## src/bcr1_pkg.sv

```systemverilog
// Package for the board control register one block: offsets, field positions, reset values
package bcr1_pkg;
    // Register selection within the board register window
    localparam logic [2:0] BCR1_REG_INDEX = 3'h1;
    localparam logic [4:0] BCR1_BYTE_OFFSET = 5'h04;
    localparam int BCR1_ADDR_W = 3;
    localparam int BCR1_DATA_W = 32;
    // Field positions, big-endian numbering (bit 0 is data[31])
    localparam int BCR1_POS_CFG_SRC = 0;
    localparam int BCR1_POS_BOOT_SWAP = 1;
    localparam int BCR1_POS_CELL_EN = 2;
    localparam int BCR1_POS_CELL_RST = 3;
    localparam int BCR1_POS_PHY_IEN = 4;
    localparam int BCR1_POS_PHY_RST = 5;
    localparam int BCR1_POS_SER_A_EN = 6;
    localparam int BCR1_POS_SER_B_EN = 7;
    localparam int BCR1_CTRL_W = 6;
    // Reset value of the six writable fields, bits 2..7
    localparam logic [5:0] BCR1_CTRL_RESET = 6'h3f;
    // Bus access kinds
    typedef enum logic [1:0] {BCR1_IDLE, BCR1_READ, BCR1_WRITE} bcr1_access_t;
endpackage

```

## src/bcr1_ctrl_store.sv

```systemverilog
// Writable control field storage of board control register one
`timescale 1ns/1ps
module bcr1_ctrl_store
    import bcr1_pkg::*;
#(
    parameter int WIDTH = BCR1_CTRL_W
)
(
    input wire logic clk,
    input wire logic sys_rst,
    input wire logic wr_en,
    input wire logic [WIDTH-1:0] wr_data,
    output logic [WIDTH-1:0] q
);
    logic [WIDTH-1:0] q_r;
    logic [WIDTH-1:0] q_nxt;

    initial
    begin
        if (WIDTH != BCR1_CTRL_W)
        begin
            $error("bcr1_ctrl_store: WIDTH must match the control field count");
        end
    end

    // Next value: power-on defaults, then software writes
    always_comb
    begin
        q_nxt = q_r;
        if (sys_rst)
        begin
            q_nxt = BCR1_CTRL_RESET[WIDTH-1:0];
        end
        else if (wr_en)
        begin
            q_nxt = wr_data;
        end
    end

    // Register the fields
    always_ff @(posedge clk)
    begin
        q_r <= q_nxt;
    end

    assign q = q_r;
endmodule

```

## src/bcr1_top.sv

```systemverilog
// Board control register one: jumper status, transceiver enables and resets
//
// Summary of operation
// Register answers at offset 4, read/write.
// No access while window disabled.
// Writable fields load defaults at power-on.
// Bit 0 reflects config source jumper.
// Bit 1 reflects boot select swap jumper.
// Bit 2 drives cell transceiver enable, default 1.
// Bit 3 cell reset, also forced by host.
// Bit 4 drives PHY initial enable, default 1.
// Software later isolates PHY via management bit.
// Bit 5 PHY reset, also forced by host.
// PHY reset release hands control to management.
// Bit 6 drives serial A transceiver enable.
// Bit 7 drives serial B transceiver enable.
// Only three address lines decoded; register repeats.
// Bits 8 to 31 read zero, ignore writes.
// Bit 0 is the data word MSB.
`timescale 1ns/1ps
module bcr1_top
    import bcr1_pkg::*;
#(
    parameter int ADDR_W = BCR1_ADDR_W,
    parameter int DATA_W = BCR1_DATA_W
)
(
    input wire logic clk,
    input wire logic sys_rst,
    input wire logic window_cs_n,
    input wire logic window_disable,
    input wire logic bus_we,
    input wire logic bus_re,
    input wire logic [ADDR_W-1:0] bus_addr,
    input wire logic [DATA_W-1:0] bus_wdata,
    output logic [DATA_W-1:0] bus_rdata,
    output logic bus_ack,
    input wire logic config_source_jumper,
    input wire logic boot_select_swap,
    input wire logic host_hard_reset_n,
    output logic cell_xcvr_enable_n,
    output logic cell_xcvr_reset_n,
    output logic phy_initial_enable_n,
    output logic phy_reset_n,
    output logic serial_a_xcvr_enable_n,
    output logic serial_b_xcvr_enable_n
);
    import bcr1_pkg::*;

    initial
    begin
        if (ADDR_W != BCR1_ADDR_W || DATA_W != BCR1_DATA_W)
        begin
            $error("bcr1_top: only three address lines and 32 data bits are served");
        end
    end

    // Big-endian bit n sits at data index DATA_W-1-n
    function automatic int be_idx(input int n);
        return DATA_W - 1 - n;
    endfunction

    // Pin synchronisers for jumpers and host reset
    logic [2:0] sync1_r;
    logic [2:0] sync2_r;
    logic [2:0] sync1_nxt;
    logic [2:0] sync2_nxt;

    always_comb
    begin
        sync1_nxt = {host_hard_reset_n, boot_select_swap, config_source_jumper};
        sync2_nxt = sync1_r;
    end

    always_ff @(posedge clk)
    begin
        sync1_r <= sync1_nxt;
        sync2_r <= sync2_nxt;
    end

    logic cfg_src_s;
    logic boot_swap_s;
    logic host_rst_n_s;
    assign cfg_src_s = sync2_r[0];
    assign boot_swap_s = sync2_r[1];
    assign host_rst_n_s = sync2_r[2];

    // Access decode: three address lines only, so the register repeats
    bcr1_access_t acc;
    logic sel;
    always_comb
    begin
        sel = !window_cs_n && !window_disable && (bus_addr == BCR1_REG_INDEX);
        if (sel && bus_we)
        begin
            acc = BCR1_WRITE;
        end
        else if (sel && bus_re)
        begin
            acc = BCR1_READ;
        end
        else
        begin
            acc = BCR1_IDLE;
        end
    end

    // Writable fields, bits 2..7, packed with bit 2 at index 5
    logic [BCR1_CTRL_W-1:0] ctrl_wdata;
    logic [BCR1_CTRL_W-1:0] ctrl_q;
    always_comb
    begin
        ctrl_wdata = '0;
        for (int i = 0; i < BCR1_CTRL_W; i++)
        begin
            ctrl_wdata[BCR1_CTRL_W-1-i] = bus_wdata[be_idx(BCR1_POS_CELL_EN + i)]; // upper bits dropped
        end
    end

    bcr1_ctrl_store #(
        .WIDTH(BCR1_CTRL_W)
    ) u_store (
        .clk(clk),
        .sys_rst(sys_rst),
        .wr_en(acc == BCR1_WRITE),
        .wr_data(ctrl_wdata),
        .q(ctrl_q)
    );

    function automatic logic field(input int pos);
        return ctrl_q[BCR1_CTRL_W-1-(pos-BCR1_POS_CELL_EN)];
    endfunction

    // Bus answer and pin drive registers
    logic [DATA_W-1:0] rdata_r;
    logic [DATA_W-1:0] rdata_nxt;
    logic ack_r;
    logic ack_nxt;
    logic [5:0] pins_r;
    logic [5:0] pins_nxt;

    always_comb
    begin
        rdata_nxt = rdata_r;
        ack_nxt = 1'b0;
        if (acc != BCR1_IDLE)
        begin
            ack_nxt = 1'b1;
        end
        if (acc == BCR1_READ)
        begin
            rdata_nxt = '0;
            rdata_nxt[be_idx(BCR1_POS_CFG_SRC)] = cfg_src_s;
            rdata_nxt[be_idx(BCR1_POS_BOOT_SWAP)] = boot_swap_s;
            for (int i = 0; i < BCR1_CTRL_W; i++)
            begin
                rdata_nxt[be_idx(BCR1_POS_CELL_EN + i)] = ctrl_q[BCR1_CTRL_W-1-i];
            end
        end
        pins_nxt[0] = field(BCR1_POS_CELL_EN);
        pins_nxt[1] = field(BCR1_POS_CELL_RST) & host_rst_n_s;
        pins_nxt[2] = field(BCR1_POS_PHY_IEN);
        // Reset release lets the PHY sample its straps
        pins_nxt[3] = field(BCR1_POS_PHY_RST) & host_rst_n_s;
        pins_nxt[4] = field(BCR1_POS_SER_A_EN);
        pins_nxt[5] = field(BCR1_POS_SER_B_EN);
        if (sys_rst)
        begin
            rdata_nxt = '0;
            ack_nxt = 1'b0;
            pins_nxt = BCR1_CTRL_RESET;
        end
    end

    always_ff @(posedge clk)
    begin
        rdata_r <= rdata_nxt;
        ack_r <= ack_nxt;
        pins_r <= pins_nxt;
    end

    assign bus_rdata = rdata_r;
    assign bus_ack = ack_r;
    assign cell_xcvr_enable_n = pins_r[0];
    assign cell_xcvr_reset_n = pins_r[1];
    assign phy_initial_enable_n = pins_r[2];
    assign phy_reset_n = pins_r[3];
    assign serial_a_xcvr_enable_n = pins_r[4];
    assign serial_b_xcvr_enable_n = pins_r[5];
endmodule

```

## config.mk

```make
export PLATFORM = sky130hd
export DESIGN_NAME = bcr1_top
export DESIGN_NICKNAME = d
export VERILOG_FILES = /design/src/bcr1_pkg.sv /design/src/bcr1_ctrl_store.sv /design/src/bcr1_top.sv
export SDC_FILE = /design/constraint.sdc
export NUM_CORES = 1
export LEC_CHECK = 0
export BUFFER_PORTS_ARGS = -buffer_cell sky130_fd_sc_hd__buf_2
export CAP_MARGIN = 20
export CORE_MARGIN = 2
export CORE_UTILIZATION = 36
export DETAILED_ROUTE_END_ITERATION = 16
export GPL_TIMING_DRIVEN = 0
export HOLD_SLACK_MARGIN = 0.05
export PLACE_DENSITY_LB_ADDON = 0.25
export SYNTH_ARGS = -nofsm -noshare
export SYNTH_HDL_FRONTEND = slang
export SYNTH_SLANG_ARGS = --single-unit
```

## constraint.sdc

```tcl
create_clock -name clk -period 1.75 [get_ports clk]
set_clock_uncertainty 0.1 [all_clocks]
set_input_delay 0.525 -clock clk [delete_from_list [all_inputs] [get_ports clk]]
set_output_delay 0.525 -clock clk [all_outputs]
set_load 0.02 [all_outputs]
```

Word-level counts from Yosys, hierarchy flattened:

Index checks and enable logic that the tools add are counted.

* input bits: 44
* bits in registers: 27

* mux-type cells: 3
* reduce and logical (&&, ||, !) cells: 7
* bitwise logic cells: 2
* eq/ne operators: 3

Operators by type and width (count)
* logical AND 1 bit: 4
* equality test 3 x 1 -> 1 bit (second input constant): 1
* AND 1 bit: 2
* equality test 2 x 1 -> 1 bit (second input constant): 1
* equality test 2 bit (second input constant): 1
* logical NOT 1 bit: 2
* 2-to-1 mux 1 bit: 2
* 2-to-1 mux 2 bit: 1
* nonzero test 2 bit: 1

Depth between registers and ports, before layout:

Gate-level depths: netlist (run 1).

* depth in word-level cells: 8
* depth in mapped cells: 4
* gate-level depth less buffers: 3

By module:

A second synthesis (run 1) with hierarchy kept.

* cells, all modules: 103
* area total of the unflattened synthesis: 1126.1 sq um

By module, submodules not included
* bcr1_top: cells an instance 84, instances 1, area each 893.4 sq um, sequential area each 420.4 sq um
* bcr1_ctrl_store: cells an instance 19, instances 1, area each 232.7 sq um, sequential area each 120.1 sq um

Worst setup path after synthesis (run 1):

No wires, ideal clock.

* path type: in2reg
* start: in bus_we
* end: reg rdata_r[24], in the netlist bus_rdata[24]
* setup time: 132 ps
* slack: 161 ps
* data arrival time: 1356 ps
* cell stages on the path: 4
* path through: or4b_1 > buf_2 > o21ai_1 > a21oi_1

* longest elaborated chain between the ends: 3

RTL lines
* start, declared: RTL line bcr1_top.sv:32 `input wire logic bus_we,`
* logical AND 1 bit: RTL line bcr1_top.sv:94 `if (sel && bus_we)`
* 2-to-1 mux 2 bit: RTL line bcr1_top.sv:94
* equality test 2 x 1 -> 1 bit: RTL line bcr1_top.sv:150 `if (acc == BCR1_READ)`
* end signal, assigned: RTL line bcr1_top.sv:177 `rdata_r <= rdata_nxt;`
* end, declared: RTL line bcr1_top.sv:135 `logic [DATA_W-1:0] rdata_r;`

Every way passes these cells.
A chain may end at the register's enable or synchronous reset.

Final worst setup path (run 1):

* start: reg rdata_r[28], in the netlist bus_rdata[28]
* end: out bus_rdata[28]

RTL lines
* end, declared: RTL line bcr1_top.sv:36 `output logic [DATA_W-1:0] bus_rdata,`

No word-level cell between the ends.

==> impl_metrics.py, run 1 <==
metrics = {
    "timing": {
        "rsz0062_at_grt": "no",
        "setup_viol": 0,
        "fmax_ghz": 0.667,
        "finalCritPeriodShare_pct": 85.7,
        "period_needed_ps": 1500,
        "fin_ws_ps": 250,
        "final.setup.tns_ps": 0,
        "slew_viol_final": 0,
        "hold_viol_final": 0,
    },
    "synthesis": {
        "synth_warnings": 0,
        "seq_area_frac_synth_pct": 49.6,
        "avgSynthCellArea_sq_um": 9.56,
        "synth_simple_gate_area_share_pct": 15.6,
        "synthMuxAreaShare_pct": 5.51,
        "synth-edff-count": 0,
        "synth_seq_cells": 27,
        "synthTopCellsByArea": "dfxtp_1, buf_4, mux2i_1, nand4_1, nor2_1",
        "ys.flop_type": "dfxtp_1",
        "async_flop_share_pct": 0,
        "synth_common_cells": "dfxtp_1, buf_4, nor2_1, a21oi_1, nand4_1",
        "synth-compound-area-share_pct": 9.07,
        "synth_top_cell_area_share_pct": 49.6,
        "synth_fa_ha_area_share_pct": 0,
        "synth_top_area_cell": "dfxtp_1",
        "synth_xor_area_share_pct": 0,
        "syn_inst": 114,
        "synth_top_family_by_area": "buffers and inverters",
        "synth_most_common_cell": "dfxtp_1",
        "netlist_area_sq_um": 1090,
        "synth.distinct_cells": 21,
    },
    "cts": {
        "hold_buffers": 0,
        "cts_root_buffer": "clkbuf_4",
        "cts_buffers": 3,
        "cts_tree": "built",
        "cts.sinks": 27,
        "insertion_delay_ps": 310,
        "htreeDepth": 1,
        "path_clk_slew_ps": 140,
        "post_cts_buffers": 0,
        "cts_resized": 0,
        "ctsLongestPathBuffers": 2,
    },
    "placement": {
        "io_buffers": 32,
        "place_worst_setup_slack_ps": -60.9,
        "hpwlAfterDp_microns": 1580,
        "postPlaceCellArea_sq_um": 1380,
        "gp_congestion": 0.772,
    },
    "detailed_routing": {
        "drc": 0,
        "drt-pass1-iter-count": 4,
        "via_per_inst": 4.28,
        "drt_iter0_markers": 17,
        "avgRoutedWirePerCell_microns": 9.68,
        "ant_nets": 0,
        "wirelength_microns": 1980,
        "vias": 873,
    },
    "setup_path": {
        "cp.arrival_ps": 880,
        "max_stage_delay_ps": 380,
        "setup.worst_path.end_class": "output port",
        "critPathMaxFanout": 2,
        "cp_cell_sequence": "buf_2",
        "cp_num_buf_inv": 1,
        "crit_family": "flip-flops",
        "crit_required_ps": 1120,
        "cp-start-kind": "flop",
        "path_class": "reg -> out",
        "critPathSlowestCell": "dfxtp_1",
    },
    "layout": {
        "drive_above_1_share_pct": 39.3,
        "fin_area_sq_um": 1400,
        "area_growth_pct": 28.7,
        "fin_nets": 218,
        "insertedDiodeCount": 0,
    },
    "power": {
        "p_switching_uw": 270,
        "p_seq_share_pct": 60.2,
        "clkPwrFrac_pct": 24.7,
        "p_comb_share_pct": 15.1,
        "ir_drop_v": 0.000601,
        "powerDensity_nw_per_um2": 748,
        "p_leak_uw": 0.000712,
        "intPower_uw": 778,
        "switching_share_pct": 25.8,
    },
    "global_route": {
        "antenna_found_initial": 0,
        "grt_start_max_net_pins": 16,
        "grt_overflow_total": 0,
        "globalRoute.busiestLayer": "met2",
        "grt_use_met1_pct": 14.3,
        "grt.met3_usage_pct": 2.84,
        "grt_pass1_wl_microns": 3160,
        "grt_use_met2_pct": 21.0,
        "grt_pass1_vias": 758,
        "grt_usage_pct": 12.1,
    },
    "die": {
        "ios": 83,
        "placement_rows": 19,
        "coreArea_sq_um": 2810,
        "dieArea_sq_um": 3480,
        "die_h_microns": 59.0,
        "start_util_pct": 38.8,
        "die_x_microns": 59.0,
    },
    "worst_hold_path": {
        "holdCritPathClass": "in -> reg",
    },
    "outcome": {
        "run_status": "completed",
    },
    "run": {
        "max-cap-violations": 0,
    },
}
-- worst paths after layout --
| kind | start | end | slack (ps) | depth (start not counted) |
|---|---|---|---|---|
| worst max-delay path | bus_rdata[28]$_SDFFE_PP0N_ | bus_rdata[28] | 250 | 1 |
| worst min-delay path | boot_select_swap | sync1_r[1]$_DFF_P_ | 200 | 1 |
| worst max register to register | u_store.q[4]$_SDFFE_PP1N_ | bus_rdata[28]$_SDFFE_PP0N_ | 960 | 2 |
| worst min register to register | sync1_r[1]$_DFF_P_ | sync2_r[1]$_DFF_P_ | 240 | 0 |
-- cell type report --
cell class	instances	area, sq um
plain buffers	29	201
clock buffers	3	22.5
clock inverters	1	5.00
fillers	278	1400
inverters	4	15.0
multi-input cells	77	419
flip-flops and latches	27	541
well taps	31	38.8
repair buffers	32	160
-- per-layer routing --
| layer | wire [microns] | vias up |
|---|---|---|
| met3 | 183 | 4 |
| met4 | 31 | 0 |
| li1 | - | 452 |
| met1 | 794 | 376 |
| met2 | 965 | 41 |
| met5 | 0 | - |
-- kinds of logic after synthesis --
kind of cell / count (synthesis)
AOI/OAI and AO/OA: 18
muxes: 6
DFF: 27
and+or+nand+nor: 29
buffers and inverters: 33
other: 1
-- through the flow --
stage	hold WS (ps)	cells	util (%)	power [uW]
after CTS	188	204	50.0	1060
after detailed placement	215	200	49.0	802
after global routing	179	204	50.0	1100
after floorplan	210	137	-	766
after global placement	211	200	49.0	800
final	198	204	50.0	1050
-- sequential cells by signal (all words and copies together), names as in the netlist --
name / cells
bus_ack: 1
bus_rdata: 8
pins_r: 6
sync1_r: 3
sync2_r: 3
u_store.q: 6
-- power groups by stage --
stage | Sequential, uW | Clock, uW | Combinational (uW)
6_report | 631 | 259 | 159
5_1_grt | 633 | 293 | 173
4_1_cts | 631 | 270 | 157
3_5_place_dp | 645 | 0 | 157
3_3_place_gp | 644 | 0 | 155
2_1_floorplan | 650 | 0 | 117
-- layout by cell type, fill, tap and decap left out, drive strengths merged --
cell and n:
dfxtp 27, and2b 1, nand2 1, nand3 1
conb 24, mux2i 6, a21oi 8, nor2 14
buf 58, or4b 1, nand4 8, nor3 1
nor3b 1, a21o 2, clkbuf 6, o21ai 8
inv 4, clkinv 1, or3b 1
Power figures use the tool's default switching activity.
==> run 2, diff against run 1 <==
--- a/config.mk
+++ b/config.mk
@@ -5,11 +5,11 @@
 export SDC_FILE = /design/constraint.sdc
 export NUM_CORES = 1
 export LEC_CHECK = 0
-export BUFFER_PORTS_ARGS = -buffer_cell sky130_fd_sc_hd__buf_2
 export CAP_MARGIN = 20
 export CORE_MARGIN = 2
 export CORE_UTILIZATION = 36
 export DETAILED_ROUTE_END_ITERATION = 16
+export DONT_BUFFER_PORTS = 1
 export GPL_TIMING_DRIVEN = 0
 export HOLD_SLACK_MARGIN = 0.05
 export PLACE_DENSITY_LB_ADDON = 0.25
==> run 2 against run 1 <==
Combinational power decreased by 21%. Clock power increased by 3%. Clock-buffer cell count unchanged. Total power fell by 1.8%. Maximum frequency up 4.2%. Die area unchanged. Final area shrank 11%. Setup slack improved by 60 ps. Utilization fell by 5.6 points. Global-route usage shrank 0.91 points. Non-clock buffer count shrank 32.
==> impl_metrics.py, run 2 (synthesis gave the netlist of run 1 again) <==
metrics = {
    "setup_path": {
        "cp.arrival_ps": 820,
        "cp-start-kind": "flop",
        "r2r-start": "bus_rdata[28]$_SDFFE_PP0N_",
        "crit_required_ps": 1120,
        "critPathMaxFanout": 2,
        "setup.worst_path.end_class": "output port",
        "path_class": "reg -> out",
        "worstRegToRegCells": 2,
        "ff2ff_setup_slack_ps": 860,
        "r2r-end": "bus_rdata[28]$_SDFFE_PP0N_",
    },
    "die": {
        "start_util_pct": 38.8,
        "ios": 83,
        "die_x_microns": 59.0,
        "coreArea_sq_um": 2810,
        "dieArea_sq_um": 3480,
        "die_h_microns": 59.0,
        "placement_rows": 19,
    },
    "cts": {
        "cts_buffers": 3,
        "htreeDepth": 1,
        "ctsLongestPathBuffers": 2,
        "cts_tree": "built",
        "cts_resized": 0,
        "path_clk_slew_ps": 140,
        "cts_root_buffer": "clkbuf_4",
        "insertion_delay_ps": 320,
        "cts.sinks": 27,
        "hold_buffers": 0,
        "post_cts_buffers": 0,
    },
    "layout": {
        "area_growth_pct": 14.2,
        "insertedDiodeCount": 0,
        "fin_area_sq_um": 1240,
        "final_cell_mix": "dfxtp_1, buf_4, conb_1",
        "largest_reg_flops": 8,
        "fin_nets": 186,
        "multi_input_area_sq_um": 419,
        "seq_area_sq_um": 541,
        "final_common_cell": "dfxtp_1",
        "nFillCells": 271,
        "drive_above_1_share_pct": 25.5,
    },
    "power": {
        "ir_drop_v": 0.000540,
        "clkPwrFrac_pct": 25.9,
        "intPower_uw": 765,
        "p_switching_uw": 265,
        "p_seq_share_pct": 61.9,
        "p_leak_uw": 0.000576,
        "switching_share_pct": 25.7,
        "powerDensity_nw_per_um2": 827,
        "p_comb_share_pct": 12.2,
    },
    "worst_hold_path": {
        "holdCritPathClass": "in -> reg",
        "min_path_cells": 0,
        "hold_start": "host_hard_reset_n",
        "holdPathEnd": "sync1_r[2]$_DFF_P_",
    },
    "placement": {
        "hpwlAfterDp_microns": 1450,
        "io_buffers": 0,
        "postPlaceCellArea_sq_um": 1210,
        "gp_congestion": 0.787,
    },
    "timing": {
        "final.setup.tns_ps": 0,
        "slew_viol_final": 0,
        "hold_viol_final": 0,
        "setup_viol": 0,
        "finalCritPeriodShare_pct": 82.3,
        "period_needed_ps": 1440,
        "rsz0062_at_grt": "no",
        "fmax_ghz": 0.694,
    },
    "outcome": {
        "run_status": "completed",
    },
    "detailed_routing": {
        "via_per_inst": 4.24,
        "wirelength_microns": 1840,
        "drc": 0,
        "ant_nets": 0,
        "vias": 729,
        "avgRoutedWirePerCell_microns": 10.7,
        "drt_iter0_markers": 6,
        "drt-pass1-iter-count": 4,
    },
    "global_route": {
        "grt_usage_pct": 11.2,
        "antenna_found_initial": 0,
        "grt_start_max_net_pins": 17,
        "grt_pass1_wl_microns": 2940,
        "grt_overflow_total": 0,
        "grt_pass1_vias": 645,
    },
    "run": {
        "max-cap-violations": 0,
    },
}
-- run 2: per-layer routing --
layer  share of wire (%)  vias to the layer above  wire [microns]  track usage (%)
met5                   0                        -               0                0
met4                0.76                        0              14             3.90
met3                  12                        2             225             5.46
met2                  45                       37             830             16.8
met1                  42                      301             770             13.9
li1                    -                      389               -                -
-- run 2: area by class of cell --
cell class / count / share of cell area (%)
plain buffers: 29 / 16.2
clock buffers: 3 / 1.81
clock inverters: 1 / 0.603
inverters: 4 / 1.21
multi-input cells: 77 / 33.7
flip-flops and latches: 27 / 43.4
well taps: 31 / 3.12
-- run 2: per-stage QoR --
| stage | util [%] | setup WS (ps) | hold WS, ps | instances | power (uW) |
|---|---|---|---|---|---|
| 6_report | 44.4 | 310 | 113 | 172 | 1030 |
| 5_1_grt | 44.4 | 262 | 88.9 | 172 | 1080 |
| 4_1_cts | 44.4 | 300 | 106 | 172 | 1040 |
| 3_5_place_dp | 43.3 | 81.1 | 213 | 168 | 775 |
| 3_3_place_gp | 43.3 | 95.3 | 211 | 168 | 774 |
| 2_1_floorplan | - | 161 | 210 | 137 | 766 |
-- run 2: power groups by stage --
stage                     Sequential, uW  Combinational, uW  Clock [uW]
after CTS                            638                124         276
after detailed placement             651                124           0
final                                637                126         266
after floorplan                      650                117           0
after global placement               651                123           0
after global routing                 639                137         303
-- run 2: worst register-to-register path, delay by kind of cell (launching register included) --
family | cells | cell delay, ps
AO/OA/AOI/OAI | 2 | 240
flip-flops | 1 | 490
-- run 2: worst max-delay path by stage --
stage | start | endpoint | slack, ps | cells past startpoint
CTS | bus_rdata[28]$_SDFFE_PP0N_ | bus_rdata[28] | 300 | 0
detailed placement | bus_we | bus_rdata[29]$_SDFFE_PP0N_ | 80 | 4
finish | bus_rdata[28]$_SDFFE_PP0N_ | bus_rdata[28] | 310 | 0
global placement | bus_we | bus_rdata[29]$_SDFFE_PP0N_ | 100 | 4
floorplan | bus_we | bus_rdata[24]$_SDFFE_PP0N_ | 160 | 4
global route | bus_rdata[31]$_SDFFE_PP0N_ | bus_rdata[31] | 260 | 0
==> run 3, diff against run 2 <==
==> constraint.sdc (replaced) <==
create_clock -name clk -period 1.4 [get_ports clk]
set_clock_uncertainty 0.1 [all_clocks]
set_input_delay 0.42 -clock clk [delete_from_list [all_inputs] [get_ports clk]]
set_output_delay 0.42 -clock clk [all_outputs]
set_load 0.02 [all_outputs]
==> run 3 against run 2 <==
Sequential share of layout area shrank 1.2 points. Total power up 24%. Critical path depth is the same. Non-clock buffer count is 3 higher. Via count rose by 3.4%. Critical endpoint is now bus_rdata[26].
==> impl_metrics.py, run 3 (synthesis gave the netlist of run 1 again) <==
metrics = {
    "timing": {
        "period_needed_ps": 1310,
        "hold_viol_final": 0,
        "finalCritPeriodShare_pct": 93.8,
        "slew_viol_final": 0,
        "fmax_ghz": 0.761,
        "setup_viol": 0,
        "rsz0062_at_grt": "no",
    },
    "cts": {
        "cts_root_buffer": "clkbuf_4",
        "cts.sinks": 27,
        "post_cts_buffers": 0,
        "cts_buffers": 3,
        "htreeDepth": 1,
        "ctsLongestPathBuffers": 2,
        "path_clk_slew_ps": 130,
        "cts_tree": "built",
        "cts_resized": 0,
        "insertion_delay_ps": 310,
        "hold_buffers": 3,
    },
    "detailed_routing": {
        "drt_iter0_markers": 21,
        "ant_nets": 0,
        "wirelength_microns": 1870,
        "avgRoutedWirePerCell_microns": 10.7,
        "drc": 0,
        "vias": 754,
        "via_per_inst": 4.31,
        "drt-pass1-iter-count": 4,
    },
    "global_route": {
        "grt_usage_pct": 11.4,
        "grt_pass1_wl_microns": 3050,
        "antenna_found_initial": 0,
        "grt_overflow_total": 0,
        "grt_start_max_net_pins": 15,
        "grt_pass1_vias": 687,
    },
    "layout": {
        "drive_above_1_share_pct": 25.0,
        "area_growth_pct": 17.6,
        "final_cell_mix": "dfxtp_1, buf_4, conb_1",
        "fin_area_sq_um": 1280,
        "final_common_cell": "dfxtp_1",
        "largest_reg_flops": 8,
        "insertedDiodeCount": 0,
        "fin_nets": 189,
        "nFillCells": 278,
    },
    "power": {
        "powerDensity_nw_per_um2": 997,
        "finalPower_uw": 1280,
        "p_leak_uw": 0.000594,
        "ir_drop_v": 0.000595,
    },
    "outcome": {
        "run_status": "completed",
    },
    "setup_path": {
        "setup.worst_path.end_class": "output port",
        "critPathMaxFanout": 2,
        "crit_required_ps": 880,
        "path_class": "reg -> out",
        "cp.arrival_ps": 790,
        "cp-start-kind": "flop",
    },
    "die": {
        "start_util_pct": 38.8,
        "die_x_microns": 59.0,
        "die_h_microns": 59.0,
        "dieArea_sq_um": 3480,
        "coreArea_sq_um": 2810,
        "placement_rows": 19,
        "ios": 83,
    },
    "run": {
        "max-cap-violations": 0,
    },
    "placement": {
        "hpwlAfterDp_microns": 1550,
        "io_buffers": 0,
        "postPlaceCellArea_sq_um": 1220,
        "gp_congestion": 0.819,
    },
    "worst_hold_path": {
        "holdCritPathClass": "in -> reg",
    },
}
==> run 3: area by class of cell <==
| type | count | area, sq um | area share, % |
|---|---|---|---|
| flip-flops and latches | 27 | 541 | 42.2 |
| multi-input cells | 77 | 423 | 33.0 |
| plain buffers | 29 | 208 | 16.2 |
| well taps | 31 | 38.8 | 3.03 |
| repair buffers | 3 | 30.0 | 2.34 |
| clock buffers | 4 | 26.3 | 2.05 |
| inverters | 4 | 15.0 | 1.17 |
==> run 3: routing by layer <==
metal,up-vias,track usage (%),share of wire [%]
met5,-,0,0
met4,0,3.25,0.91
met3,2,5.02,13
met2,38,19.8,49
met1,322,12.6,37
li1,392,-,-
==> run 3: worst paths after layout <==
| kind | from | to | slack (ps) | cells after the start |
|---|---|---|---|---|
| worst max-delay path | bus_rdata[26]$_SDFFE_PP0N_ | bus_rdata[26] | 90 | 0 |
| worst min register to register | sync1_r[1]$_DFF_P_ | sync2_r[1]$_DFF_P_ | 240 | 0 |
| worst max register to register | bus_rdata[26]$_SDFFE_PP0N_ | bus_rdata[26]$_SDFFE_PP0N_ | 510 | 2 |
| worst min-delay path | sys_rst | pins_r[4]$_SDFF_PP1_ | 110 | 2 |
==> run 3: stage by stage <==
step	hold slack [ps]	utilization [%]	setup TNS, ps	setup WS (ps)	instances
finish	108	45.7	0	86.2	175
global route	110	45.7	0	33.5	175
CTS	102	45.7	0	64.6	175
detailed placement	214	43.7	-1600	-142	168
global placement	213	43.7	-1290	-101	168
floorplan	210	-	-567	-72.6	137
==> run 3: power by group <==
group	switching, uW	leakage, uW	internal, uW	total (uW)
clock network	205	0.0000150	111	317
registers	12.4	0.000221	784	797
logic	94.4	0.000359	69.1	164
